==> config.mk <==
export PLATFORM = sky130hd
export DESIGN_NAME = bsl_boot_loader
export DESIGN_NICKNAME = d
export VERILOG_FILES = /design/src/logic/bsl_spi_byte.v /design/src/logic/bsl_boot_loader.v
export VERILOG_INCLUDE_DIRS = /design/src /design/src/logic
export SDC_FILE = /design/constraint.sdc
export NUM_CORES = 1
export LEC_CHECK = 0
export BUFFER_PORTS_ARGS = -buffer_cell sky130_fd_sc_hd__buf_4
export CORE_ASPECT_RATIO = 2
export CORE_MARGIN = 8
export CORE_UTILIZATION = 40
export DETAILED_ROUTE_END_ITERATION = 7
export GPL_TIMING_DRIVEN = 0
export SLEW_MARGIN = 20
export SYNTH_ARGS = -nofsm -noshare
export SYNTH_HDL_FRONTEND = slang
export SYNTH_SLANG_ARGS = --single-unit
==> constraint.sdc <==
create_clock -name clk -period 3.41 [get_ports clk]
set_input_delay 0.1705 -clock clk [delete_from_list [all_inputs] [get_ports clk]]
set_output_delay 0.1705 -clock clk [all_outputs]
set_load 0.05 [all_outputs]
==> src/logic/bsl_regs.vh <==
`ifndef BSL_REGS_VH
`define BSL_REGS_VH
// ----------------------------------------
// Serial memory commands and layout
// ----------------------------------------
`define BSL_CMD_READ 8'h03
`define BSL_IMG_BASE 24'h000000
`define BSL_SECTOR_BYTES 24'h000100
`define BSL_TRL_CSUM 8'hFC
`define BSL_TRL_COUNT 8'hFD
`define BSL_MAGIC0 8'hA5
`define BSL_MAGIC1 8'h5A
`define BSL_MAX_SECTORS 8'h80
`define BSL_RAM_AW 15
// ----------------------------------------
// Rates and timing
// ----------------------------------------
`define BSL_CLK_HZ 20000000
`define BSL_SCK_DIV 4
`define BSL_OSC_SETTLE 4096
`define BSL_WDOG_CYCLES 20000000
// ----------------------------------------
// Serial rate selection
// ----------------------------------------
`define BSL_RATE_115200 2'h0
`define BSL_RATE_9600 2'h1
`define BSL_RATE_19200 2'h2
`define BSL_RATE_38400 2'h3
// ----------------------------------------
// Boot status pin codes (led, aux)
// ----------------------------------------
`define BSL_STAT_BUSY 2'h1
`define BSL_STAT_FAIL 2'h2
`define BSL_STAT_LINK 2'h3
`define BSL_STAT_IDLE 2'h0
`endif

==> src/logic/bsl_spi_byte.v <==
`include "bsl_regs.vh"
module bsl_spi_byte (
	input wire clk,
	input wire resetn,
	input wire start,
	input wire [7:0] txByte,
	input wire misoSync,
	output reg sck_r,
	output reg mosi_r,
	output reg [7:0] rxByte_r,
	output reg done_r,
	output reg busy_r
);
	// ----------------------------------------
	// Mode 0 byte shifter, sck derived by a divider enable
	// ----------------------------------------
	reg [1:0] div_r;
	reg [3:0] bitCnt_r;
	reg [7:0] shift_r;
	wire tick = (div_r == 2'h3);

	always @(posedge clk or negedge resetn) begin
		if (!resetn) begin
			div_r <= 2'h0;
			bitCnt_r <= 4'h0;
			shift_r <= 8'h00;
			sck_r <= 1'b0;
			mosi_r <= 1'b0;
			rxByte_r <= 8'h00;
			done_r <= 1'b0;
			busy_r <= 1'b0;
		end else begin
			done_r <= 1'b0;
			div_r <= busy_r ? div_r + 2'h1 : 2'h0;
			if (start && !busy_r) begin
				busy_r <= 1'b1;
				shift_r <= txByte;
				mosi_r <= txByte[7];
				bitCnt_r <= 4'h0;
			end else if (busy_r && tick) begin
				if (!sck_r) begin
					sck_r <= 1'b1;
					shift_r <= {shift_r[6:0], misoSync};
				end else begin
					sck_r <= 1'b0;
					mosi_r <= shift_r[7];
					if (bitCnt_r == 4'h7) begin
						busy_r <= 1'b0;
						done_r <= 1'b1;
						rxByte_r <= shift_r;
					end
					bitCnt_r <= bitCnt_r + 4'h1;
				end
			end
		end
	end
endmodule

==> src/logic/bsl_boot_loader.v <==
`include "bsl_regs.vh"
module bsl_boot_loader #(
	parameter OSC_SETTLE = `BSL_OSC_SETTLE,
	parameter WDOG_CYCLES = `BSL_WDOG_CYCLES
) (
	input wire clk,
	input wire resetn,
	input wire reset_pin_n,
	input wire porLow,
	input wire oscIn,
	input wire wdogKick,
	input wire boot_source_select,
	input wire upload_strap_pin,
	input wire rate_strap_low,
	input wire rate_strap_high,
	input wire spiMiso,
	output reg spiCsN_r,
	output reg spiSck_r,
	output reg spiMosi_r,
	output reg boot_status_led_pin_r,
	output reg boot_status_led_pin_oe_r,
	output reg boot_status_aux_pin_r,
	output reg boot_status_aux_pin_oe_r,
	output reg pinsReleased_r,
	output reg hardReset_r,
	output reg cpuRun_r,
	output reg linkBoot_r,
	output reg oscEnable_r,
	output reg [1:0] rateSel_r,
	output reg ramWe_r,
	output reg [14:0] ramAddr_r,
	output reg [7:0] ramData_r
);
	// ----------------------------------------
	// States
	// ----------------------------------------
	localparam S_RESET = 4'h0;
	localparam S_SETTLE = 4'h1;
	localparam S_STRAP = 4'h2;
	localparam S_FIND = 4'h3;
	localparam S_FCHK = 4'h4;
	localparam S_COPY = 4'h5;
	localparam S_CHECK = 4'h6;
	localparam S_RUN = 4'h7;
	localparam S_FAIL = 4'h8;
	localparam S_LINK = 4'h9;
	localparam S_ABORT = 4'hA;

	// ----------------------------------------
	// Input synchronisers
	// ----------------------------------------
	reg [7:0] sync1_r;
	reg [7:0] sync2_r;
	always @(posedge clk or negedge resetn) begin
		if (!resetn) begin
			sync1_r <= 8'h00;
			sync2_r <= 8'h00;
		end else begin
			sync1_r <= {oscIn, reset_pin_n, porLow, boot_source_select,
				upload_strap_pin, rate_strap_low, rate_strap_high, spiMiso};
			sync2_r <= sync1_r;
		end
	end
	wire misoS = sync2_r[0];
	wire rateHiS = sync2_r[1];
	wire rateLoS = sync2_r[2];
	wire strapS = sync2_r[3];
	wire srcS = sync2_r[4];
	wire porS = sync2_r[5];
	wire pinS = sync2_r[6];
	wire oscS = sync2_r[7];

	// ----------------------------------------
	// Hard reset sources
	// ----------------------------------------
	reg [31:0] wdog_r;
	reg oscPrev_r;
	reg [12:0] oscCnt_r;
	wire wdogExpired = cpuRun_r && (wdog_r >= WDOG_CYCLES - 1);
	wire hardReq = !pinS || porS || wdogExpired;

	always @(posedge clk or negedge resetn) begin
		if (!resetn) begin
			hardReset_r <= 1'b1;
			wdog_r <= 32'h0;
			oscPrev_r <= 1'b0;
			oscCnt_r <= 13'h0;
			oscEnable_r <= 1'b0;
		end else begin
			hardReset_r <= hardReq;
			oscPrev_r <= oscS;
			// Counting survives pin resets; only power loss restarts it.
			if (porS) begin
				oscCnt_r <= 13'h0;
				oscEnable_r <= 1'b0;
			end else if (oscS && !oscPrev_r && !oscEnable_r) begin
				oscCnt_r <= oscCnt_r + 13'h1;
				if (oscCnt_r >= OSC_SETTLE - 1)
					oscEnable_r <= 1'b1;
			end
			if (!cpuRun_r || wdogKick || hardReq)
				wdog_r <= 32'h0;
			else
				wdog_r <= wdog_r + 32'h1;
		end
	end

	// ----------------------------------------
	// Serial memory engine
	// ----------------------------------------
	reg [3:0] state_r;
	reg [2:0] phase_r;
	reg [23:0] addr_r;
	reg [7:0] sector_r;
	reg [7:0] sum_r;
	reg [7:0] storedSum_r;
	reg [7:0] count_r;
	reg [7:0] magic0_r;
	reg start_r;
	reg [7:0] tx_r;
	wire sck;
	wire mosi;
	wire [7:0] rx;
	wire done;
	wire busy;

	bsl_spi_byte uShift (
		.clk(clk),
		.resetn(resetn),
		.start(start_r),
		.txByte(tx_r),
		.misoSync(misoS),
		.sck_r(sck),
		.mosi_r(mosi),
		.rxByte_r(rx),
		.done_r(done),
		.busy_r(busy)
	);

	// Selects the header byte for a given phase of a read command.
	function [7:0] hdrByte;
		input [2:0] ph;
		input [23:0] a;
		begin
			if (ph == 3'h0)
				hdrByte = `BSL_CMD_READ;
			else if (ph == 3'h1)
				hdrByte = a[23:16];
			else if (ph == 3'h2)
				hdrByte = a[15:8];
			else
				hdrByte = a[7:0];
		end
	endfunction

	wire [23:0] imageEnd = {count_r, 8'h00} - 24'h4;
	wire abortReq = strapS && state_r != S_RUN && state_r != S_RESET
		&& state_r != S_SETTLE && state_r != S_FAIL;

	// ----------------------------------------
	// Loader sequence
	// ----------------------------------------
	always @(posedge clk or negedge resetn) begin
		if (!resetn) begin
			state_r <= S_RESET;
			phase_r <= 3'h0;
			addr_r <= 24'h0;
			sector_r <= 8'h00;
			sum_r <= 8'h00;
			storedSum_r <= 8'h00;
			count_r <= 8'h00;
			magic0_r <= 8'h00;
			start_r <= 1'b0;
			tx_r <= 8'h00;
			spiCsN_r <= 1'b1;
			rateSel_r <= `BSL_RATE_115200;
			cpuRun_r <= 1'b0;
			linkBoot_r <= 1'b0;
			ramWe_r <= 1'b0;
			ramAddr_r <= 15'h0;
			ramData_r <= 8'h00;
		end else begin
			start_r <= 1'b0;
			ramWe_r <= 1'b0;
			// RAM is only written by the copy; reset never clears it.
			if (hardReq) begin
				state_r <= S_RESET;
				cpuRun_r <= 1'b0;
				linkBoot_r <= 1'b0;
				spiCsN_r <= 1'b1;
			end else if (abortReq) begin
				state_r <= S_ABORT;
				spiCsN_r <= 1'b1;
				linkBoot_r <= 1'b0;
			end else begin
				case (state_r)
				S_RESET: begin
					state_r <= S_SETTLE;
				end
				S_SETTLE: begin
					if (oscEnable_r)
						state_r <= S_STRAP;
				end
				S_STRAP: begin
					rateSel_r <= {rateHiS, rateLoS};
					sum_r <= 8'h00;
					sector_r <= 8'h00;
					if (strapS)
						state_r <= S_ABORT;
					else if (srcS) begin
						state_r <= S_FIND;
						addr_r <= {16'h0000, `BSL_TRL_CSUM};
						phase_r <= 3'h0;
					end else begin
						state_r <= S_LINK;
						linkBoot_r <= 1'b1;
					end
				end
				S_FIND, S_COPY: begin
					if (phase_r < 3'h4) begin
						spiCsN_r <= 1'b0;
						if (!busy && !start_r && !done) begin
							tx_r <= hdrByte(phase_r, addr_r);
							start_r <= 1'b1;
						end else if (done)
							phase_r <= phase_r + 3'h1;
					end else if (!busy && !start_r && !done) begin
						tx_r <= 8'h00;
						start_r <= 1'b1;
					end else if (done) begin
						addr_r <= addr_r + 24'h1;
						if (state_r == S_COPY) begin
							ramWe_r <= 1'b1;
							ramAddr_r <= addr_r[14:0];
							ramData_r <= rx;
							sum_r <= sum_r + rx;
							if (addr_r == imageEnd - 24'h1) begin
								spiCsN_r <= 1'b1;
								state_r <= S_CHECK;
							end
						end else begin
							phase_r <= phase_r + 3'h1;
							if (phase_r == 3'h4)
								storedSum_r <= rx;
							else if (phase_r == 3'h5)
								count_r <= rx;
							else if (phase_r == 3'h6)
								magic0_r <= rx;
							else begin
								spiCsN_r <= 1'b1;
								state_r <= S_FCHK;
							end
						end
					end
				end
				S_FCHK: begin
					phase_r <= 3'h0;
					if (magic0_r == `BSL_MAGIC0 && rx == `BSL_MAGIC1
						&& count_r == sector_r + 8'h1) begin
						state_r <= S_COPY;
						addr_r <= `BSL_IMG_BASE;
					end else if (sector_r == `BSL_MAX_SECTORS - 8'h1)
						state_r <= S_FAIL;
					else begin
						state_r <= S_FIND;
						sector_r <= sector_r + 8'h1;
						addr_r <= {8'h00, sector_r + 8'h1, `BSL_TRL_CSUM};
					end
				end
				S_CHECK: begin
					if (sum_r == storedSum_r) begin
						state_r <= S_RUN;
						cpuRun_r <= 1'b1;
					end else
						state_r <= S_FAIL;
				end
				default: begin
				end
				endcase
			end
		end
	end

	// ----------------------------------------
	// Pins
	// ----------------------------------------
	reg [1:0] stat;
	always @* begin
		if (state_r == S_FAIL || state_r == S_ABORT)
			stat = `BSL_STAT_FAIL;
		else if (state_r == S_LINK)
			stat = `BSL_STAT_LINK;
		else if (state_r == S_RUN)
			stat = `BSL_STAT_IDLE;
		else
			stat = `BSL_STAT_BUSY;
	end

	always @(posedge clk or negedge resetn) begin
		if (!resetn) begin
			spiSck_r <= 1'b0;
			spiMosi_r <= 1'b0;
			boot_status_led_pin_r <= 1'b0;
			boot_status_aux_pin_r <= 1'b0;
			boot_status_led_pin_oe_r <= 1'b1;
			boot_status_aux_pin_oe_r <= 1'b1;
			pinsReleased_r <= 1'b0;
		end else begin
			// A deselect can land mid-byte, so the pin clock is held low.
			spiSck_r <= sck && !spiCsN_r && !hardReq && !abortReq;
			spiMosi_r <= mosi;
			boot_status_led_pin_r <= stat[1];
			boot_status_aux_pin_r <= stat[0];
			boot_status_led_pin_oe_r <= (state_r != S_RUN);
			boot_status_aux_pin_oe_r <= (state_r != S_RUN);
			pinsReleased_r <= (state_r == S_RUN);
		end
	end
endmodule

==> impl_metrics.py <==
metrics = {
    "setup_path": {
        "worstPathRequired_ns": 3.80,
        "crit_fanout": 10,
        "critPathKind": "flop to flop",
        "crit_family": "compound AO/OA/AOI/OAI gates",
        "startpoint_type": "flop",
        "path_cells": "ha_1 -> and3_1 -> clkbuf_1 -> xnor2_1 -> nor4_1 -> o211ai_1 -> o311ai_4 -> buf_2 -> nand3b_1 -> o22a_1",
        "setup.worst_path.end_class": "flop",
        "arrival_ns": 3.58,
        "cp.buffers_inverters": 2,
        "slowest_delay_ns": 0.46,
        "slowest_stage": "dfrtp_2",
    },
    "sta": {
        "rsz0062_at_grt": "false",
        "setup_viol": 0,
        "fin_ws_ns": 0.2220,
        "final.period_utilization": 0.9349,
        "fin_skew_ns": 0.01993,
        "fmax_ghz": 0.3137,
        "maxSlewHeadroom": 0.1508,
        "finalCriticalPeriod_ns": 3.188,
        "slew_viol_final": 0,
        "tightestPinTransition_ns": 1.264,
        "finalHoldViolations": 0,
    },
    "global_route": {
        "antenna_found_initial": 0,
        "grt_pass1_wl_um": 41900,
        "grt-ovfl-total": 0,
        "grt_use_total": 0.1678,
        "grt_start_max_net_pins": 97,
        "first_global_vias": 7825,
    },
    "power_and_ir_drop": {
        "vdd_drop_max_mv": 0.4289,
        "power_density_nw_per_um2": 440.3,
        "seqPwrFrac": 0.489,
        "p_int_uw": 4077,
        "p_sw_uw": 1203,
        "p_clk_frac": 0.460,
        "swShare": 0.2279,
        "power_frac_comb": 0.052,
        "p_leak_uw": 0.005350,
    },
    "placed_design": {
        "place_inst": 1386,
        "pre_cts_slack_ns": -0.03004,
        "place_congestion": 0.8848,
        "io_buffers": 48,
        "hpwl_um": 18280,
    },
    "clocking": {
        "clock_path_buffers": 3,
        "path_clk_slew_ns": 0.07,
        "htreeDepth": 1,
        "numCtsBuffers": 21,
        "insertion_delay_ns": 0.51,
        "clock-root-buffer": "clkbuf_16",
        "clock-sinks": 205,
        "cts_tree": "built",
    },
    "floorplanning": {
        "die-area_um2": 31360,
        "io_pins": 49,
        "die-height_um": 242.6,
        "initial_utilization": 0.4035,
        "core_area_um2": 25440,
        "fp.dieW_um": 129.3,
        "row_count": 83,
    },
    "job": {
        "drv_cap": 0,
    },
    "synthesis": {
        "async_reset_ff_frac": 1.000,
        "ys.flop_type": "dfrtp_1",
        "ys_seq_area_frac": 0.5001,
        "synth_edf_count": 0,
        "ys_ff_latch": 205,
        "synthCells": 990,
        "avgSynthCellArea_um2": 10.37,
        "ys_warn_count": 0,
        "synth_cell_type_count": 84,
        "synth_area_um2": 10270,
    },
    "layout": {
        "nFillCells": 2423,
        "layout-drive-gt1-share": 0.1662,
        "fin_cells": 1435,
        "layout.nets": 1112,
        "area_growth_pct": 16.82,
        "antenna_cells": 0,
        "final_cell_mix": "dfrtp_1, nor2_1, nand2_1",
        "final_common_cell": "dfrtp_1",
    },
    "detailed_routing": {
        "ant_nets": 0,
        "wirelength_um": 25420,
        "drt-pass1-iter-count": 5,
        "drtIter0Drc": 461,
        "wire_per_inst_um": 17.71,
        "drcViolationCount": 0,
        "avgViaCountPerCell": 5.396,
        "vias": 7743,
    },
    "min_path": {
        "hold_path_class": "input pin to asynchronous set/reset pin",
    },
    "run_status": {
        "status": "completed",
    },
}
cells by family after synthesis:
family	share of synthesized area
compound gates	0.1246
buf+inv	0.03181
xor+xnor	0.05887
simple gates	0.1703
other cells	0.0003653
fa+ha+maj	0.02389
flops	0.5001
mux	0.09019
registers in the layout, indices dropped and copies added, names as in the netlist, 2 cells and up:
name and cells:
addr_r 24, count_r 8, magic0_r 8, oscCnt_r 13, phase_r 3, ramAddr_r 15
ramData_r 8, rateSel_r 2, sector_r 8, state_r 4, storedSum_r 8, sum_r 8
sync1_r 8, sync2_r 8, tx_r 8, uShift.bitCnt_r 4, uShift.div_r 2, uShift.rxByte_r 8
uShift.shift_r 8, wdog_r 32
per-stage QoR:
step	cell area [um2]	total power (uW)	hold slack [ns]	utilization	setup TNS (ns)
floorplan	10290	2741	-0.1251	-	0
global placement	11070	2882	0.2806	0.4353	-0.01309
detailed placement	11140	2895	0.06778	0.4377	-0.1360
CTS	11960	5362	0.1208	0.4702	0
global route	11990	5489	0.1485	0.4714	0
finish	11990	5281	0.1302	0.4714	0
final timing paths:
path / start / endpoint / slack [ns] / depth (start not counted)
worst max-delay path: sector_r[0]$_DFFE_PN0P_ / addr_r[22]$_DFFE_PN0P_ / 0.22 / 10
worst min-delay path: resetn / addr_r[9]$_DFFE_PN0P_ / 0.13 / 2
worst max register to register: sector_r[0]$_DFFE_PN0P_ / addr_r[22]$_DFFE_PN0P_ / 0.22 / 10
worst min register to register: sync1_r[5]$_DFF_PN0_ / sync2_r[5]$_DFF_PN0_ / 0.35 / 0
max in group asynchronous: resetn / boot_status_aux_pin_oe_r$_DFF_PN1_ / 2.51 / 3
min in group clk: wdogKick / wdog_r[24]$_DFF_PN0_ / 0.20 / 4
worst reg2reg max path, stage by stage (launching register included):
cell      delay, ns
dfrtp_2        0.46
ha_1           0.28
and3_1         0.20
clkbuf_1       0.16
xnor2_1        0.16
nor4_1         0.35
o211ai_1       0.29
o311ai_4       0.45
buf_2          0.32
nand3b_1       0.19
o22a_1         0.21
area by class of cell:
| cell class | count | area, um2 | area share |
|---|---|---|---|
| Tap cell | 340 | 425.4 | 0.03547 |
| Multi-Input combinational cell | 711 | 4843 | 0.4039 |
| Clock inverter | 7 | 138.9 | 0.01158 |
| Sequential cell | 205 | 5135 | 0.4282 |
| Buffer | 50 | 214.0 | 0.01784 |
| Timing Repair Buffer | 64 | 550.5 | 0.04590 |
| Inverter | 29 | 110.1 | 0.009181 |
| Clock buffer | 29 | 575.6 | 0.04799 |
power by group through the flow:
stage               Clock, uW  Sequential [uW]  Combinational [uW]
detailed placement          0             2630                 268
global placement            0             2620                 257
CTS                      2500             2580                 278
finish                   2430             2580                 272
floorplan                   0             2620                 122
global route             2590             2590                 309
repair_timing:
action                     CTS  global route
buffers inserted             2             3
hold endpoints to repair   211             0
setup endpoints to repair    9            25
hold buffers                 9             0
resized for setup            3             3
pin swaps                    1             2
metal layers:
metal | global-route usage | part of all wire
met4 | 0.07096 | 0.032
met2 | 0.2750 | 0.50
met5 | 0 | 0
met1 | 0.2133 | 0.43
met3 | 0.02469 | 0.046
synthesized netlist by cell type, drive strengths merged (8+ instances only):
| master | instances | area, um2 |
|---|---|---|
| xnor2 | 27 | 236.5 |
| or3 | 9 | 56.30 |
| nand2 | 82 | 307.8 |
| dfrtp | 202 | 5055 |
| nor3 | 21 | 110.1 |
| nor4 | 10 | 92.59 |
| nor2 | 94 | 352.8 |
| o31ai | 18 | 135.1 |
| nand3 | 33 | 165.2 |
| and3 | 16 | 100.1 |
| clkbuf | 43 | 161.4 |
| a21oi | 38 | 190.2 |
| xor2 | 42 | 367.9 |
| mux2 | 63 | 735.7 |
| a31oi | 18 | 112.6 |
| buf | 8 | 55.05 |
| ha | 18 | 225.2 |
| nand2b | 9 | 58.81 |
| o21ai | 61 | 316.6 |
| mux2i | 19 | 190.2 |
| inv | 28 | 105.1 |
| nand4 | 22 | 158.9 |
Note: power is estimated with default switching activity, not from simulation.
